==> src/core/dih_map.svh <==
// Purpose: Offsets, field positions, reset values and timing counts
// Assumes: Word registers on a 32-bit bus, byte address = 4 * index
// Notes:   Definitions only
`ifndef DIH_MAP_SVH
`define DIH_MAP_SVH

// ---------------------------------------------------------------
// Register indices
// ---------------------------------------------------------------
`define DIH_IDX_EVENT_FLAGS 6'h04
`define DIH_IDX_LINE_HOOK 6'h05
`define DIH_IDX_CONFIG 6'h20
`define DIH_IDX_MASK 6'h21

// ---------------------------------------------------------------
// Event flag and mask bit positions
// ---------------------------------------------------------------
`define DIH_EF_RING 7
`define DIH_EF_ROVL 6
`define DIH_EF_FRAME 5
`define DIH_EF_BILL 4
`define DIH_EF_DROP 3
`define DIH_EF_LOOP 2
`define DIH_EF_POL 0
`define DIH_EF_IMPL 8'hfd

// ---------------------------------------------------------------
// Line hook control bit positions
// ---------------------------------------------------------------
`define DIH_LH_RNEG 6
`define DIH_LH_RPOS 5
`define DIH_LH_MON 3
`define DIH_LH_RSTAT 2
`define DIH_LH_OFFH 0

// ---------------------------------------------------------------
// Configuration bit positions
// ---------------------------------------------------------------
`define DIH_CF_GIE 0
`define DIH_CF_EDGE 1
`define DIH_CF_FWAVE 2
`define DIH_CF_HPE 3
`define DIH_CF_WDOG 4
`define DIH_CF_PDL 5
`define DIH_CF_IMPL 8'h3f
`define DIH_CF_STICKY 8'h10

// ---------------------------------------------------------------
// Reset values and constants
// ---------------------------------------------------------------
`define DIH_FLAGS_RST 8'h00
`define DIH_MASK_RST 8'h00
`define DIH_CFG_RST 8'h00
`define DIH_LCS_MAX 5'h1f

// ---------------------------------------------------------------
// Timing
// ---------------------------------------------------------------
`define DIH_CLK_HZ 100000000
`define DIH_RING_HOLD_S 5
`define DIH_WDOG_S 4

`endif

==> src/core/dih_pkg.sv <==
// Purpose: Types shared by the hook and event logic
// Assumes: Constants live in dih_map.svh
// Notes:   Line inputs travel as one packed struct
package dih_pkg;

   typedef struct packed {
      logic ring_positive_live;
      logic ring_negative_live;
      logic rx_level_excess;
      logic frame_locked;
      logic billing_tone_seen;
      logic dropout_status;
      logic [4:0] loop_current_sense;
      logic line_voltage_sign;
   } dih_line_evt_t;

endpackage

==> src/core/dih_sync.sv <==
// Purpose: Two-stage synchroniser for line-side levels
// Assumes: Inputs are asynchronous levels
// Notes:   Only the second stage leaves the module
`timescale 1ns/1ps
module dih_sync #(
   parameter int W = 13,
   parameter logic [W-1:0] RST_VAL = '0
) (
   input wire logic mclk,
   input wire logic sys_rst,
   input wire logic [W-1:0] d,
   output logic [W-1:0] q
);

   logic [W-1:0] meta_q;
   logic [W-1:0] sync_q;

   always_ff @(posedge mclk or posedge sys_rst) begin
      if (sys_rst) begin
         meta_q <= RST_VAL;
         sync_q <= RST_VAL;
      end else begin
         meta_q <= d;
         sync_q <= meta_q;
      end
   end

   assign q = sync_q;

endmodule

==> src/core/dih_hold_timer.sv <==
// Purpose: Down counter that pulses after LIMIT idle cycles
// Assumes: restart and enable are on the mclk domain
// Notes:   Held off while disabled, so it starts fresh on enable
`timescale 1ns/1ps
module dih_hold_timer #(
   parameter int unsigned LIMIT = 100
) (
   input wire logic mclk,
   input wire logic sys_rst,
   input wire logic enable,
   input wire logic restart,
   output logic expired
);

   localparam logic [31:0] LOAD = 32'(LIMIT - 1);

   logic [31:0] cnt_q;
   logic [31:0] cnt_d;
   logic exp_q;
   logic exp_d;

   always_comb begin
      cnt_d = cnt_q;
      exp_d = 1'b0;
      if (!enable || restart) begin
         cnt_d = LOAD;
      end else if (cnt_q == 32'h0) begin
         exp_d = 1'b1;
         cnt_d = LOAD;
      end else begin
         cnt_d = cnt_q - 32'h1;
      end
   end

   always_ff @(posedge mclk or posedge sys_rst) begin
      if (sys_rst) begin
         cnt_q <= LOAD;
         exp_q <= 1'b0;
      end else begin
         cnt_q <= cnt_d;
         exp_q <= exp_d;
      end
   end

   assign expired = exp_q;

endmodule

==> src/core/dih_ctrl.sv <==
// Purpose: Event flags, interrupt gate and hook control
// Assumes: Classic Wishbone slave, 8-bit registers in low byte
// Notes:   Line inputs are asynchronous and synchronised here
// What this block does, and what software must do
// [RQ1] Ring detection sets ring flag bit 7
// [RQ2] Interrupt when flag, mask and enable set
// [RQ3] Flags stay set until written zero
// [RQ4] Edge mode: ring start or both edges
// [RQ5] Software clears ring/dropout after power-up
// [RQ6] Overload sets bit 6; clear clears status
// [RQ7] Missing frame lock sets bit 5
// [RQ8] Billing tone sets bit 4
// [RQ9] Supply dropout sets bit 3
// [RQ10] Loop current all ones sets bit 2
// [RQ11] Software checks overcurrent after loop flag
// [RQ12] Line voltage sign change sets bit 0
// [RQ13] Reserved bits read as zero
// [RQ14] Live ring polarity on control bits 6,5
// [RQ15] Control bit 3 enables on-hook monitoring
// [RQ16] Ring status holds 5 s, off-hook clears
// [RQ17] Full-wave select decides qualifying ring polarity
// [RQ18] Off-hook bit ORed with enabled pin
// [RQ19] Software clears start flag before burst end
// [RQ20] Watchdog expiry clears the off-hook bit
// [RQ21] Writing one leaves a flag unchanged
`timescale 1ns/1ps
`include "dih_map.svh"
module dih_ctrl
   import dih_pkg::*;
#(
   parameter int unsigned RING_HOLD_CYC =
      `DIH_RING_HOLD_S * `DIH_CLK_HZ,
   parameter int unsigned WDOG_CYC = `DIH_WDOG_S * `DIH_CLK_HZ
) (
   input wire logic mclk,
   input wire logic sys_rst,
   input wire logic wb_cyc_i,
   input wire logic wb_stb_i,
   input wire logic wb_we_i,
   input wire logic [7:0] wb_adr_i,
   input wire logic [3:0] wb_sel_i,
   input wire logic [31:0] wb_dat_i,
   output logic [31:0] wb_dat_o,
   output logic wb_ack_o,
   input wire dih_line_evt_t line_evt_i,
   input wire logic off_hook_pin,
   output logic irq_o,
   output logic off_hook_o,
   output logic line_monitor_o,
   output logic line_side_powerdown_o,
   output logic receive_overload_status_o
);

   // ---------------------------------------------------------------
   // Helpers
   // ---------------------------------------------------------------
   function automatic logic is_reg(input logic [5:0] a,
                                   input logic [5:0] b);
      return a == b;
   endfunction

   // ---------------------------------------------------------------
   // Input synchronisation
   // ---------------------------------------------------------------
   localparam int SW = $bits(dih_line_evt_t) + 1;
   // Idle line on reset, so no false frame loss right after it
   localparam dih_line_evt_t EVT_IDLE = '{frame_locked: 1'b1, default: '0};
   localparam logic [SW-1:0] SYNC_IDLE = {EVT_IDLE, 1'b0};

   logic [SW-1:0] sync_out;
   dih_line_evt_t s;
   logic pin_s;

   dih_sync #(.W(SW), .RST_VAL(SYNC_IDLE)) u_sync (
      .mclk(mclk),
      .sys_rst(sys_rst),
      .d({line_evt_i, off_hook_pin}),
      .q(sync_out)
   );

   assign s = dih_line_evt_t'(sync_out[SW-1:1]);
   assign pin_s = sync_out[0];

   // ---------------------------------------------------------------
   // State
   // ---------------------------------------------------------------
   logic [7:0] flags_q, flags_d;
   logic [7:0] mask_q, mask_d;
   logic [7:0] cfg_q, cfg_d;
   logic ohreq_q, ohreq_d;
   logic mon_q, mon_d;
   logic rstat_q, rstat_d;
   logic rov_q, rov_d;
   logic ring_any_q, ring_any_d;
   logic lvs_q, lvs_d;
   logic ack_q, ack_d;
   logic [31:0] rdat_q, rdat_d;
   logic irq_q, irq_d;
   logic offh_q, offh_d;

   logic acc, wr, wr_any;
   logic [5:0] idx;
   logic [7:0] wdat;
   logic [7:0] evt_set;
   logic ring_any, ring_start, ring_end, ring_qual;
   logic offhook_eff;
   logic ring_expire, wdog_expire;

   // ---------------------------------------------------------------
   // Bus decode and event detection
   // ---------------------------------------------------------------
   always_comb begin
      acc = wb_cyc_i & wb_stb_i & ~ack_q;
      wr_any = acc & wb_we_i;
      wr = wr_any & wb_sel_i[0];
      idx = wb_adr_i[7:2];
      wdat = wb_dat_i[7:0];
      ring_any = s.ring_positive_live | s.ring_negative_live;
      ring_start = ring_any & ~ring_any_q;
      ring_end = ~ring_any & ring_any_q;
      // [RQ17] Qualifying ring polarity
      ring_qual = s.ring_positive_live |
                  (cfg_q[`DIH_CF_FWAVE] & s.ring_negative_live);
      // [RQ18] Request ORed with pin
      offhook_eff = ohreq_q | (cfg_q[`DIH_CF_HPE] & pin_s);
      evt_set = 8'h00;
      // [RQ1] Ring start sets flag
      // [RQ4] End edge only in two-edge mode
      evt_set[`DIH_EF_RING] = ring_start |
                              (cfg_q[`DIH_CF_EDGE] & ring_end);
      // [RQ6] Excess receive level
      evt_set[`DIH_EF_ROVL] = s.rx_level_excess;
      // [RQ7] No frame lock
      evt_set[`DIH_EF_FRAME] = ~s.frame_locked;
      // [RQ8] Billing tone seen
      evt_set[`DIH_EF_BILL] = s.billing_tone_seen;
      // [RQ9] Supply collapse
      evt_set[`DIH_EF_DROP] = s.dropout_status;
      // [RQ10] Loop current at maximum
      evt_set[`DIH_EF_LOOP] = s.loop_current_sense == `DIH_LCS_MAX;
      // [RQ12] Sign change either way
      evt_set[`DIH_EF_POL] = s.line_voltage_sign ^ lvs_q;
   end

   // ---------------------------------------------------------------
   // Timers
   // ---------------------------------------------------------------
   dih_hold_timer #(.LIMIT(RING_HOLD_CYC)) u_ring_hold (
      .mclk(mclk),
      .sys_rst(sys_rst),
      .enable(rstat_q),
      .restart(ring_qual),
      .expired(ring_expire)
   );

   // Any register write restarts the watchdog
   dih_hold_timer #(.LIMIT(WDOG_CYC)) u_wdog (
      .mclk(mclk),
      .sys_rst(sys_rst),
      .enable(cfg_q[`DIH_CF_WDOG]),
      .restart(wr_any),
      .expired(wdog_expire)
   );

   // ---------------------------------------------------------------
   // Register next state
   // ---------------------------------------------------------------
   always_comb begin
      flags_d = flags_q;
      // [RQ3] Write zero clears, only then
      // [RQ21] Ones leave flags alone
      if (wr && is_reg(idx, `DIH_IDX_EVENT_FLAGS)) begin
         flags_d = flags_q & wdat;
      end
      // Set wins over a clear in the same cycle
      // [RQ13] Bit 1 never stored
      flags_d = (flags_d | evt_set) & `DIH_EF_IMPL;

      rov_d = rov_q;
      // [RQ6] Clearing the flag clears status
      if (wr && is_reg(idx, `DIH_IDX_EVENT_FLAGS) &&
          !wdat[`DIH_EF_ROVL]) begin
         rov_d = 1'b0;
      end
      if (s.rx_level_excess) begin
         rov_d = 1'b1;
      end

      mask_d = mask_q;
      if (wr && is_reg(idx, `DIH_IDX_MASK)) begin
         mask_d = wdat & `DIH_EF_IMPL;
      end

      cfg_d = cfg_q;
      // Watchdog enable only leaves through reset
      if (wr && is_reg(idx, `DIH_IDX_CONFIG)) begin
         cfg_d = (wdat & `DIH_CF_IMPL) | (cfg_q & `DIH_CF_STICKY);
      end

      ohreq_d = ohreq_q;
      mon_d = mon_q;
      // [RQ20] Timeout drops to on-hook
      if (wdog_expire) begin
         ohreq_d = 1'b0;
      end
      if (wr && is_reg(idx, `DIH_IDX_LINE_HOOK)) begin
         // [RQ18] Software off-hook request
         ohreq_d = wdat[`DIH_LH_OFFH];
         // [RQ15] On-hook monitor enable
         mon_d = wdat[`DIH_LH_MON];
      end

      // [RQ16] Hold, time out, off-hook clear
      rstat_d = rstat_q;
      if (ring_expire) begin
         rstat_d = 1'b0;
      end
      if (ring_qual) begin
         rstat_d = 1'b1;
      end
      if (offhook_eff) begin
         rstat_d = 1'b0;
      end

      ring_any_d = ring_any;
      lvs_d = s.line_voltage_sign;

      // [RQ2] Flag, mask and global enable
      irq_d = cfg_q[`DIH_CF_GIE] & (|(flags_q & mask_q));
      offh_d = offhook_eff;
   end

   // ---------------------------------------------------------------
   // Bus answer
   // ---------------------------------------------------------------
   always_comb begin
      ack_d = acc;
      rdat_d = 32'h0;
      if (acc && !wb_we_i) begin
         case (idx)
            `DIH_IDX_EVENT_FLAGS: rdat_d[7:0] = flags_q;
            `DIH_IDX_LINE_HOOK: begin
               // [RQ14] Live ring polarity
               rdat_d[`DIH_LH_RNEG] = s.ring_negative_live;
               rdat_d[`DIH_LH_RPOS] = s.ring_positive_live;
               rdat_d[`DIH_LH_MON] = mon_q;
               rdat_d[`DIH_LH_RSTAT] = rstat_q;
               rdat_d[`DIH_LH_OFFH] = ohreq_q;
            end
            `DIH_IDX_CONFIG: rdat_d[7:0] = cfg_q;
            `DIH_IDX_MASK: rdat_d[7:0] = mask_q;
            default: rdat_d = 32'h0;
         endcase
      end
   end

   // ---------------------------------------------------------------
   // Registers
   // ---------------------------------------------------------------
   always_ff @(posedge mclk or posedge sys_rst) begin
      if (sys_rst) begin
         flags_q <= `DIH_FLAGS_RST;
         mask_q <= `DIH_MASK_RST;
         cfg_q <= `DIH_CFG_RST;
         ohreq_q <= 1'b0;
         mon_q <= 1'b0;
         rstat_q <= 1'b0;
         rov_q <= 1'b0;
         ring_any_q <= 1'b0;
         lvs_q <= 1'b0;
         ack_q <= 1'b0;
         rdat_q <= 32'h0;
         irq_q <= 1'b0;
         offh_q <= 1'b0;
      end else begin
         flags_q <= flags_d;
         mask_q <= mask_d;
         cfg_q <= cfg_d;
         ohreq_q <= ohreq_d;
         mon_q <= mon_d;
         rstat_q <= rstat_d;
         rov_q <= rov_d;
         ring_any_q <= ring_any_d;
         lvs_q <= lvs_d;
         ack_q <= ack_d;
         rdat_q <= rdat_d;
         irq_q <= irq_d;
         offh_q <= offh_d;
      end
   end

   assign wb_ack_o = ack_q;
   assign wb_dat_o = rdat_q;
   assign irq_o = irq_q;
   assign off_hook_o = offh_q;
   assign line_monitor_o = mon_q;
   assign line_side_powerdown_o = cfg_q[`DIH_CF_PDL];
   assign receive_overload_status_o = rov_q;

   // ---------------------------------------------------------------
   // Checks
   // ---------------------------------------------------------------
   a_ring_start_set: // [RQ1]
      assert property (@(posedge mclk) disable iff (sys_rst)
         ring_start |=> flags_q[`DIH_EF_RING])
      else $error("ring start did not set ring flag");

   a_irq_gate: // [RQ2]
      assert property (@(posedge mclk) disable iff (sys_rst)
         ##1 irq_q == ($past(cfg_q[`DIH_CF_GIE]) &&
                       |($past(flags_q) & $past(mask_q))))
      else $error("interrupt output does not follow gate");

   a_flag_sticky: // [RQ3]
      assert property (@(posedge mclk) disable iff (sys_rst)
         (flags_q[`DIH_EF_BILL] &&
          !(wr && is_reg(idx, `DIH_IDX_EVENT_FLAGS)))
         |=> flags_q[`DIH_EF_BILL])
      else $error("flag fell without a clearing write");

   a_ring_end_edge: // [RQ4]
      assert property (@(posedge mclk) disable iff (sys_rst)
         (ring_end && cfg_q[`DIH_CF_EDGE]) |=> flags_q[`DIH_EF_RING])
      else $error("two-edge mode missed ring end");

   a_rov_clear_pair: // [RQ6]
      assert property (@(posedge mclk) disable iff (sys_rst)
         (wr && is_reg(idx, `DIH_IDX_EVENT_FLAGS) &&
          !wdat[`DIH_EF_ROVL] && !s.rx_level_excess)
         |=> !rov_q && !flags_q[`DIH_EF_ROVL])
      else $error("overload clear did not clear status");

   a_frame_loss_set: // [RQ7]
      assert property (@(posedge mclk) disable iff (sys_rst)
         !s.frame_locked |=> flags_q[`DIH_EF_FRAME])
      else $error("frame loss not flagged");

   a_loop_max_set: // [RQ10]
      assert property (@(posedge mclk) disable iff (sys_rst)
         (s.loop_current_sense == `DIH_LCS_MAX)
         |=> flags_q[`DIH_EF_LOOP])
      else $error("loop overload not flagged");

   a_reserved_zero: // [RQ13]
      assert property (@(posedge mclk) disable iff (sys_rst)
         !flags_q[1] && !mask_q[1] && rdat_q[31:8] == 24'h0)
      else $error("reserved bit reads nonzero");

   a_ring_offhook: // [RQ16]
      assert property (@(posedge mclk) disable iff (sys_rst)
         offhook_eff |=> !rstat_q)
      else $error("ring status survived off-hook");

   a_offhook_drive: // [RQ18]
      assert property (@(posedge mclk) disable iff (sys_rst)
         (ohreq_q || (cfg_q[`DIH_CF_HPE] && pin_s)) |=> off_hook_o)
      else $error("off-hook output not driven");

   a_wdog_onhook: // [RQ20]
      assert property (@(posedge mclk) disable iff (sys_rst)
         (wdog_expire && !(wr && is_reg(idx, `DIH_IDX_LINE_HOOK)))
         |=> !ohreq_q)
      else $error("watchdog expiry left line off-hook");

endmodule

==> config.mk <==
export PLATFORM = sky130hd
export DESIGN_NAME = dih_ctrl
export DESIGN_NICKNAME = d
export VERILOG_FILES = /design/src/core/dih_pkg.sv /design/src/core/dih_sync.sv /design/src/core/dih_hold_timer.sv /design/src/core/dih_ctrl.sv
export VERILOG_INCLUDE_DIRS = /design/src /design/src/core
export SDC_FILE = /design/constraint.sdc
export NUM_CORES = 1
export LEC_CHECK = 0
export ABC_AREA = 1
export BUFFER_PORTS_ARGS = -buffer_cell sky130_fd_sc_hd__buf_2
export CAP_MARGIN = 25
export CELL_PAD_IN_SITES_DETAIL_PLACEMENT = 2
export CELL_PAD_IN_SITES_GLOBAL_PLACEMENT = 2
export CORE_AREA = 2 2 136 138
export CTS_CLUSTER_SIZE = 24
export DETAILED_ROUTE_END_ITERATION = 8
export DIE_AREA = 0 0 138 140
export PLACE_DENSITY = 0.86
export SYNTH_ARGS = -nofsm -noshare
export SYNTH_HDL_FRONTEND = slang
export SYNTH_HIERARCHICAL = 1
export SYNTH_SLANG_ARGS = --single-unit
export TNS_END_PERCENT = 5
==> constraint.sdc <==
create_clock -name mclk -period 4.7 [get_ports mclk]
set_input_delay 1.41 -clock mclk [delete_from_list [all_inputs] [get_ports mclk]]
set_output_delay 1.41 -clock mclk [all_outputs]
set_load 0.05 [all_outputs]
**After elaboration in Yosys (flattened, before gate mapping)**

Cells that the tools add are included.

- Bits in registers: 131
- Bits of input ports: 62

- $add $sub $neg: 2
- Equal/unequal tests: 5
- Muxes and demuxes: 23
- Bitwise gates (word level): 23
- Reductions and logical operators: 18

Operators by type and width:

| cell | number |
|---|---|
| 32-bit 2-to-1 mux | 4 |
| 32-bit logical NOT | 2 |
| 32-bit by 1-bit subtractor with 32-bit output (second input constant) | 2 |
| 8-bit AND | 2 |
| 8-bit 2-to-1 mux | 2 |
| 2-bit case mux with 4 select lines | 2 |
| 6-bit by 3-bit equality test with 1-bit output (second input constant) | 2 |
| 6-bit equality test (second input constant) | 2 |
| 1-bit 2-to-1 mux | 12 |
| 1-bit AND | 10 |
| 8-bit bitwise OR | 1 |
| 8-bit OR reduction | 1 |
| 1-bit logical AND | 6 |
| 6-bit by 5-bit bitwise OR with 6-bit output | 1 |
| 1-bit case mux with 3 select lines | 2 |
| 5-bit equality test (second input constant) | 1 |
| 1-bit logical NOT | 4 |
| 1-bit NOT | 4 |
| 1-bit bitwise OR | 4 |
| 1-bit case mux with 4 select lines | 1 |
| 2-bit nonzero test | 2 |
| 3-bit nonzero test | 1 |
| 1-bit logical OR | 2 |
| 1-bit XOR | 1 |

**Logic depth before layout (Yosys ltp)**

Gate-level depths: netlist of the first run.

- Depth after elaboration: 8
- Mapped depth: 9
- Gate-level depth less buffers: 9

**By module**

Netlist of the first run, hierarchy kept.

By module, submodules not included:

| module | instances | cells an instance | area an instance (µm²) | sequential area each (µm²) |
|---|---|---|---|---|
| dih_ctrl | 1 | 247 | 2003.2 | 925.9 |
| dih_hold_timer (u_wdog) | 1 | 251 | 1938.1 | 852.1 |
| dih_hold_timer (u_ring_hold) | 1 | 241 | 1871.8 | 850.8 |
| dih_sync | 1 | 27 | 656.9 | 653.1 |

**Worst setup path before layout of the first run**

No wires, ideal clock.

- Path kind: in2reg
- Start point: input wb_cyc_i
- End point: register u_wdog.cnt_q[27]
- Library setup time: 71 ps
- Arrival: 2249 ps
- Slack: 2380 ps
- Stages: 6
- Path through: nand3_1 -> nor2_1 -> nor2_1 -> buf_2 -> nand3_1 -> nor2_1

- Word-level cells in the longest chain between the ends: 5

Ends and longest elaborated chain:

| element | line | source |
|---|---|---|
| start, declared | dih_ctrl.sv:37 | `input wire logic wb_cyc_i,` |
| 1-bit AND (2 in series) | dih_ctrl.sv:113 | `acc = wb_cyc_i & wb_stb_i & ~ack_q;` |
| 1-bit AND | dih_ctrl.sv:114 | `wr_any = acc & wb_we_i;` |
| net wr_any | dih_ctrl.sv:101 | `logic acc, wr, wr_any;` |
| 1-bit logical OR | dih_hold_timer.sv:25 | `if (!enable \|\| restart) begin` |
| 32-bit 2-to-1 mux | dih_hold_timer.sv:25 |  |
| net u_wdog.cnt_d[27] | dih_hold_timer.sv:18 | `logic [31:0] cnt_d;` |
| end signal, assigned | dih_hold_timer.sv:40 | `cnt_q <= cnt_d;` |
| end, declared | dih_hold_timer.sv:17 | `logic [31:0] cnt_q;` |

The timed path passes the listed nets, and every way through them passes these cells.
A chain may end at the register's enable or synchronous reset.

**Final worst setup path of the first run**

- Start point: register mon_q, in the netlist line_monitor_o
- End point: output line_monitor_o

RTL lines:

| element | line | source |
|---|---|---|
| start, declared | dih_ctrl.sv:91 | `logic mon_q, mon_d;` |
| start signal, assigned | dih_ctrl.sv:280 | `mon_q <= mon_d;` |
| end, declared | dih_ctrl.sv:49 | `output logic line_monitor_o,` |

No word-level cell between the ends.

==> summary.md, run 1 <==
| Metric | Value |
|---|---|
| Die ar. | 19,320 um^2 |
| Total Wirelength | 20.74 mm |
| Post-synthesis mux area share | 0 |
| CTS Hold Buffers Added | 0 |
| Core footprint | 17,780 um^2 |
| Slowest-stage cell, CP | dfrtp_1 |
| GRT Total Usage | 0.2210 |
| Mean routed wirelength per cell | 19.25 um |
| Drt drc | 0 |
| Pin count of the biggest net entering global routing | 27 |
| Mapped Area | 6470 um^2 |
| IO Port Bufs | 46 |
| # clock sinks | 129 |
| Xor/xnor share of the synthesized area | 0.03249 |
| Max IR drop VDD | 0.2359 mV |
| Buffers plus inverters on the worst setup path | 1 |
| Worst-skew pair later-pin latency | 0.44 ns |
| Yosys reg bits | 129 |
| Number of DRC markers in iteration 0 | 209 |
| Yosys cell types | 38 |
| Via count | 5,448 |
| I/O Pins | 100 |
| Reg clk slew, reported paths | 0.07 ns |
| Die Y | 140 um |
| Sequential area share after synthesis | 0.5073 |
| Clock buffer depth | 2 |
| Synth Area in Adders | 0.003868 |
| Placer Congestion | 0.7965 |
| DR pass1 iterations | 4 |
| First-pass GRT wire length | 33.43 mm |
| Number of global-route vias before repair | 6,219 |
| Largest family of logic cells by synthesized area | simple AND/OR/NAND/NOR gates |
| Hold Fails Final Rpt | 0 |
| Async S/R FF share, synth | 1.000 |
| PD cells | 352.4 nW/um^2 |
| Leakage | 3.378 nW |
| Final Critical Period | 2.543 ns |
| Most common cell after layout, fill and taps aside | nand2_1 |
| Sum of negative setup slack | 0 ns |
| # nets final | 899 |
| Largest fanout on the critical path | 3 |
| Initial Util | 0.3639 |
| Period utilisation layout | 0.5410 |
| Rel. slew slack | 0.5045 |
| Critical path, cell by cell | buf_2 |
| Area share of and/or/nand/nor cells after synthesis | 0.3481 |
| Mapped Cells | 766 |
| Hpwl dp | 14.50 mm |
| Post-route insts no fill | 1,077 |
| Worst Tran Pin Value | 0.7405 ns |
| Run status | finished, final reports clean |
| Crit path kind | reg -> out |
| TritonCTS clock tree | yes |
| Syn Area/Cell | 8.446 um^2 |
| Startpoint Class | flip-flop |
| Diode count | 0 |
| Post-CTS Setup Inserts | 0 |
| Final ANT Viol Nets | 0 |
| Achievable frequency | 0.3933 GHz |
| Ratio of cells with drive above 1 in the final layout | 0.2417 |
| CTS Buf Count | 17 |
| Synthesis Warnings | 6 |
| Worst setup startpoint | line_monitor_o$_DFFE_PP0P_ |
| Finished Core Util | 0.4287 |
| Crit path max-delay family | flip-flops |
| Final setup fails | 0 |
| EDFF count, synth | 0 |
| Max H-tree Level | 4 |
| Gr ovfl total | 0 |
| Clock skew | 0.01645 ns |
| Fin Hold WS | 0.3519 ns |
| Area Growth Syn to Fin | 17.81% |
| Internal power consumption | 1.903 mW |
| Max_cap viols | 0 |
| Top FF cell, synth | dfrtp_1 |
| RSZ-0062 raised after global routing | no |
| Compound-Gate Fraction of Synth Area | 0.03810 |
| Slowest stage delay, CP | 0.42 ns |
| Placed Cells | 1,041 |
| Switch Pwr | 0.7827 mW |
| Critical Path RT | 3.29 ns |
| Site Rows | 49 |
| Clock root buffer | clkbuf_16 |
| Hold Path Class | reg -> reg |
| Worst EP arrival | 1.13 ns |
| Seq pwr share | 0.431 |
| Clock share of power | 0.502 |
| Vias per inst | 5.058 |
| Die width | 138 um |
| Post-cts sizing count | 0 |
| Tot Pwr | 2.686 mW |
| Fin. max-slew vios | 0 |
| Worst setup EP type | output port |
| Worst r2r src | u_sync/q[12]$_DFF_PP0_ |
| Power share of the combinational group | 0.067 |
| Most frequent cells in the layout | 185 x nand2_1, 143 x nor2_1, 86 x dfrtp_1 |
| Min-delay src | u_sync/meta_q[6]$_DFF_PP0_ |
| Switching share of power | 0.2914 |
| Antenna violations before repair | 0 |
==> metal layers <==
layer | vias up | routed length, um | GRT usage
met4 | 0 | 515 | 0.09130
li1 | 2507 | - | -
met5 | - | 0 | 0
met3 | 36 | 639 | 0.03726
met1 | 2809 | 8463 | 0.2659
met2 | 96 | 11120 | 0.3937
==> registers in the layout (all words and copies together), names as in the netlist, 6 cells and up <==
name	flops
cfg_q	6
flags_q	7
mask_q	7
u_ring_hold/cnt_q	32
u_sync/meta_q	13
u_sync/q	13
u_wdog/cnt_q	32
wb_dat_o	8
==> power by group through the flow <==
stage | clock network, mW | logic [mW] | registers, mW
after floorplan | 0 | 0.125 | 1.17
after global placement | 0 | 0.157 | 1.17
after detailed placement | 0 | 0.169 | 1.18
after CTS | 1.38 | 0.171 | 1.16
after global routing | 1.43 | 0.195 | 1.16
final | 1.35 | 0.180 | 1.16
==> synthesized netlist by cell type, types with 9 or more instances <==
| library cell | number | share of area |
|---|---|---|
| nand3b_1 | 9 | 0.010 |
| nor2_4 | 11 | 0.019 |
| dfstp_2 | 43 | 0.17 |
| dfrtp_1 | 86 | 0.33 |
| o21ai_0 | 18 | 0.014 |
| nand2_2 | 12 | 0.012 |
| nor2_1 | 143 | 0.083 |
| a21oi_1 | 9 | 0.0070 |
| xor2_1 | 16 | 0.022 |
| buf_4 | 24 | 0.028 |
| nand3_2 | 9 | 0.014 |
| nand3_1 | 55 | 0.043 |
| nand2_1 | 185 | 0.11 |
| nand4_1 | 10 | 0.0097 |
| nor2_2 | 23 | 0.022 |
| inv_1 | 57 | 0.033 |
==> worst paths after layout <==
kind / to / slack, ns / depth (start not counted)
setup reg to reg: u_ring_hold/cnt_q[2]$_DFF_PP1_ / 2.68 / 6
min in group asynchronous: u_sync/meta_q[11]$_DFF_PP0_ / 0.93 / 2
hold reg to reg: u_sync/q[6]$_DFF_PP0_ / 0.35 / 0
setup / recovery: line_monitor_o / 2.16 / 1
hold / removal: u_sync/q[6]$_DFF_PP0_ / 0.35 / 0
max in group asynchronous: u_ring_hold/cnt_q[7]$_DFF_PP1_ / 2.89 / 4
==> logic make-up after synthesis <==
| family | Yosys count |
|---|---|
| other | 1 |
| AO/OA/AOI/OAI | 41 |
| AND/OR/NAND/NOR | 479 |
| buffers and inverters | 90 |
| adder cells (fa/ha/maj) | 2 |
| flip-flops | 129 |
| XOR/XNOR | 24 |
==> layout make-up <==
cell class / instances / area [um^2]
fillers: 2024 / 10160
flip-flops and latches: 129 / 3282
multi-input cells: 570 / 2824
clock buffers: 17 / 425.4
repair buffers: 56 / 385.4
well taps: 229 / 286.5
inverters: 61 / 234.0
clock inverters: 15 / 185.2
==> stage by stage <==
stage               cell area [um^2]  worst slack, ns
CTS                             7532            2.042
detailed placement              6922            1.917
global route                    7622            2.109
finish                          7622            2.157
global placement                6894            1.988
floorplan                       6556            2.380
(Power assumes the default switching activity.)
==> run 2: changes to the inputs <==
--- a/config.mk
+++ b/config.mk
@@ -6,16 +6,16 @@
 export SDC_FILE = /design/constraint.sdc
 export NUM_CORES = 1
 export LEC_CHECK = 0
-export ABC_AREA = 1
+export ABC_AREA = 0
 export BUFFER_PORTS_ARGS = -buffer_cell sky130_fd_sc_hd__buf_2
 export CAP_MARGIN = 25
 export CELL_PAD_IN_SITES_DETAIL_PLACEMENT = 2
 export CELL_PAD_IN_SITES_GLOBAL_PLACEMENT = 2
-export CORE_AREA = 2 2 136 138
+export CORE_AREA = 2 2 133 135
 export CTS_CLUSTER_SIZE = 24
 export DETAILED_ROUTE_END_ITERATION = 8
-export DIE_AREA = 0 0 138 140
-export PLACE_DENSITY = 0.86
+export DIE_AREA = 0 0 135 137
+export PLACE_DENSITY = 0.79
 export SYNTH_ARGS = -nofsm -noshare
 export SYNTH_HDL_FRONTEND = slang
 export SYNTH_HIERARCHICAL = 1
==> constraint.sdc (replaced) <==
create_clock -name mclk -period 2.6 [get_ports mclk]
set_input_delay 0.78 -clock mclk [delete_from_list [all_inputs] [get_ports mclk]]
set_output_delay 0.78 -clock mclk [all_outputs]
set_load 0.05 [all_outputs]
==> run 2 against run 1 <==
Compared with the run above: non-clock buffer count up 15; sequential power rose by 78%; hold slack worse by 0.0054 ns; largest cell class unchanged.
==> summary.md, run 2 <==
| Metric | Value |
|---|---|
| Run status | finished, final reports clean |
| Drt drc | 0 (unchanged) |
| CTS Buf Count | 17 (unchanged) |
| Hold Path Class | reg -> reg |
| Async S/R FF share, synth | 1.000 (unchanged) |
| Most frequent cell after synthesis | dfrtp_1 |
| Post-route insts no fill | 864 (-20%) |
| Final ANT Viol Nets | 0 (unchanged) |
| Max IR drop VDD | 0.4763 mV (+100%) |
| Fin. max-slew vios | 0 (unchanged) |
| Mapped Area | 6005 um^2 (-7.2%) |
| CTS Hold Buffers Added | 0 (unchanged) |
| Crit path max-delay family | simple AND/OR/NAND/NOR gates |
| Initial Util | 0.3520 (-0.01186) |
| Seq pwr share | 0.425 (-0.006) |
| # nets final | 690 (-23%) |
| TritonCTS clock tree | yes |
| Syn Area/Cell | 10.88 um^2 (+29%) |
| Cell count of the worst reg-to-reg path | 5 (-1) |
| Diode count | 0 (unchanged) |
| Die width | 135 um (-2.2%) |
| WHS Path Cells | 0 (unchanged) |
| Ratio of cells with drive above 1 in the final layout | 0.2879 (+0.04620) |
| Clock root buffer | clkbuf_16 |
| Mapped Cells | 552 (-28%) |
| Crit path kind | reg -> reg |
| Site Rows | 48 (-2.0%) |
| # clock sinks | 129 (unchanged) |
| Die ar. | 18,500 um^2 (-4.3%) |
| Period utilisation layout | 0.9266 |
| Worst EP arrival | 2.70 ns (+1.57 ns) |
| Internal power consumption | 3.719 mW (+95%) |
| Synth top cells by count | 86 x dfrtp_1, 43 x dfstp_2, 40 x nand2_1 |
| Top area cells in the synthesized netlist | dfrtp_1 36%, dfstp_2 19%, mux2_2 3.8%, buf_4 3.5%, xnor2_1 3.5% |
| Antenna violations before repair | 0 (unchanged) |
| Final Cell Area | 7141 um^2 (-6.3%) |
| First-pass GRT wire length | 28.48 mm (-15%) |
| Achievable frequency | 0.4151 GHz |
| Final worst-path setup slack | 0.1909 ns (-1.966 ns) |
| Slowest stage delay, CP | 0.47 ns (+0.05 ns) |
| Switch Pwr | 1.164 mW (+49%) |
| Worst Tran Pin Value | 0.8165 ns (+0.07607 ns) |
| Startpoint Class | flip-flop |
| GRT Total Usage | 0.2016 (-0.01945) |
| Slowest-stage cell, CP | nor2_1 |
| Die Y | 137 um (-2.1%) |
| Clock buffer depth | 2 (unchanged) |
| DR pass1 iterations | 4 (unchanged) |
| Switching share of power | 0.2384 (-0.05302) |
| Critical Path RT | 2.90 ns (-0.39 ns) |
| Clock skew | 0.01115 ns (-0.005301 ns) |
| Gr ovfl total | 0 (unchanged) |
| Top FF cell, synth | dfrtp_1 |
| Top flop regs | u_ring_hold/cnt_q (32), u_wdog/cnt_q (32) |
| I/O Pins | 100 (unchanged) |
| Sum of negative setup slack | 0 ns (unchanged) |
| Pin count of the biggest net entering global routing | 38 (+41%) |
| CP dominant cell by count | nor2_1 |
| Worst setup EP type | flip-flop |
| Final setup fails | 0 (unchanged) |
| Reg clk slew, reported paths | 0.06 ns (about the same) |
| Dpl ws | 0.2754 ns (-1.641 ns) |
| RSZ-0062 raised after global routing | no |
| Mean routed wirelength per cell | 19.84 um (+3.0%) |
| Placed Cells | 832 (-20%) |
| Critical path depth | 5 (+4) |
| Worst-skew pair later-pin latency | 0.43 ns (about the same) |
| Largest fanout on the critical path | 9 (+6) |
| Post-synth top area share | 0.3584 (+0.02578) |
| Max_cap viols | 0 (unchanged) |
| Synthesis Warnings | 6 (unchanged) |
| Leakage | 2.949 nW (-13%) |
| Clock share of power | 0.521 (+0.019) |
| EDFF count, synth | 0 (unchanged) |
| Number of global-route vias before repair | 5,238 (-16%) |
| Max H-tree Level | 4 (unchanged) |
| IO Port Bufs | 46 (unchanged) |
| Most common cell after layout, fill and taps aside | dfrtp_1 |
| Post-synth top area cell | dfrtp_1 |
| Most frequent cells in the layout | 86 x dfrtp_1, 46 x buf_2, 43 x dfstp_2 |
| Sequential area share after synthesis | 0.5466 (+0.03932) |
| Placer Congestion | 0.8122 (+2.0%) |
| Hold Fails Final Rpt | 0 (unchanged) |
| Post-CTS Setup Inserts | 0 (unchanged) |
| Buffers plus inverters on the worst setup path | 0 (-1) |
| Power share of the combinational group | 0.054 (-0.013) |
| Area Growth Syn to Fin | 18.92% |
| Vias per inst | 5.244 (+3.7%) |
| Via count | 4,531 (-17%) |
| PD cells | 683.8 nW/um^2 (+94%) |
| Core footprint | 17,060 um^2 (-4.1%) |
| Rel. slew slack | 0.4506 (-0.05391) |
| Yosys reg bits | 129 (unchanged) |
| Number of DRC markers in iteration 0 | 144 (-31%) |
| Placed cell area | 6521 um^2 (-5.8%) |
| Hpwl dp | 11.30 mm (-22%) |
| Final Critical Period | 2.409 ns |
| Critical path, cell by cell | nor3_1 -> nand4_1 -> nor2_1 -> a21o_1 -> nor2_1 |
| Total Wirelength | 17.14 mm (-17%) |
| Post-cts sizing count | 0 (unchanged) |
| Yosys cell types | 55 (+45%) |
run 2: changes by cell type in the layout (fill, tap and decap cells not counted), sizes merged, moves of 11 or more:
| cell | before | now |
|---|---|---|
| mux2 | 0 | 20 |
| inv | 69 | 19 |
| o21ai | 26 | 13 |
| nand2 | 199 | 40 |
| nand3 | 64 | 32 |
| buf | 56 | 71 |
| nor2 | 177 | 39 |
| or4 | 0 | 14 |
| nor4 | 1 | 23 |
| nor3 | 3 | 18 |
| xnor2 | 8 | 24 |
| o31ai | 0 | 11 |
| a21oi | 9 | 21 |
run 2: path summary, 6_finish.rpt:
kind                                              end  slack (ns)                       start
max in group asynchronous             irq_o$_DFF_PP0_        1.75                     sys_rst
hold reg to reg                 u_sync/q[7]$_DFF_PP0_        0.35  u_sync/meta_q[7]$_DFF_PP0_
setup reg to reg           u_wdog/cnt_q[27]$_DFF_PP0_        0.19  u_wdog/cnt_q[12]$_DFF_PP0_
hold / removal                  u_sync/q[7]$_DFF_PP0_        0.35  u_sync/meta_q[7]$_DFF_PP0_
setup / recovery           u_wdog/cnt_q[27]$_DFF_PP0_        0.19  u_wdog/cnt_q[12]$_DFF_PP0_
min in group asynchronous       u_sync/q[8]$_DFF_PP0_        0.43                     sys_rst
run 2: metal layers:
metal  global-route usage  share of wire  up-vias
li1                     -              -     2074
met1               0.2277           0.41     2343
met2               0.3632           0.54       84
met3              0.05111          0.034       30
met4              0.08275          0.021        0
met5                    0              0        -
run 2: metrics by stage:
stage	util	hold WS (ns)	power [mW]
after floorplan	-	0.3312	2.303
after global placement	0.3823	0.3345	2.357
after detailed placement	0.3823	0.3358	2.370
after CTS	0.4186	0.3502	4.938
after global routing	0.4186	0.3590	5.047
final	0.4186	0.3464	4.883
run 2: power groups by stage:
stage | registers, mW | logic [mW] | clock network [mW]
2_1_floorplan | 2.10 | 0.199 | 0
6_report | 2.07 | 0.264 | 2.55
3_3_place_gp | 2.10 | 0.255 | 0
4_1_cts | 2.07 | 0.268 | 2.60
5_1_grt | 2.08 | 0.288 | 2.68
3_5_place_dp | 2.11 | 0.265 | 0
run 2: layout make-up:
cell class | count | area, um^2
fillers | 1794 | 9916
flip-flops and latches | 129 | 3282
multi-input cells | 389 | 2472
inverters | 18 | 67.56
clock buffers | 19 | 432.9
well taps | 225 | 281.5
clock inverters | 13 | 186.4
repair buffers | 71 | 417.9
run 2: kinds of logic after synthesis:
kind of cell    Yosys count  share of synthesized area
compound gates           68                    0.07293
xor+xnor                 33                    0.04814
fa+ha+maj                 2                   0.004167
buf+inv                  57                    0.05605
flops                   129                     0.5466
mux                      23                    0.04251
other cells               1                  0.0006245
simple gates            239                     0.2290
run 2: worst register-to-register path, delay by kind of cell, from the launching register on:
family	cells	cell delay [ns]
compound gates	1	0.43
flops	1	0.43
simple gates	4	1.41
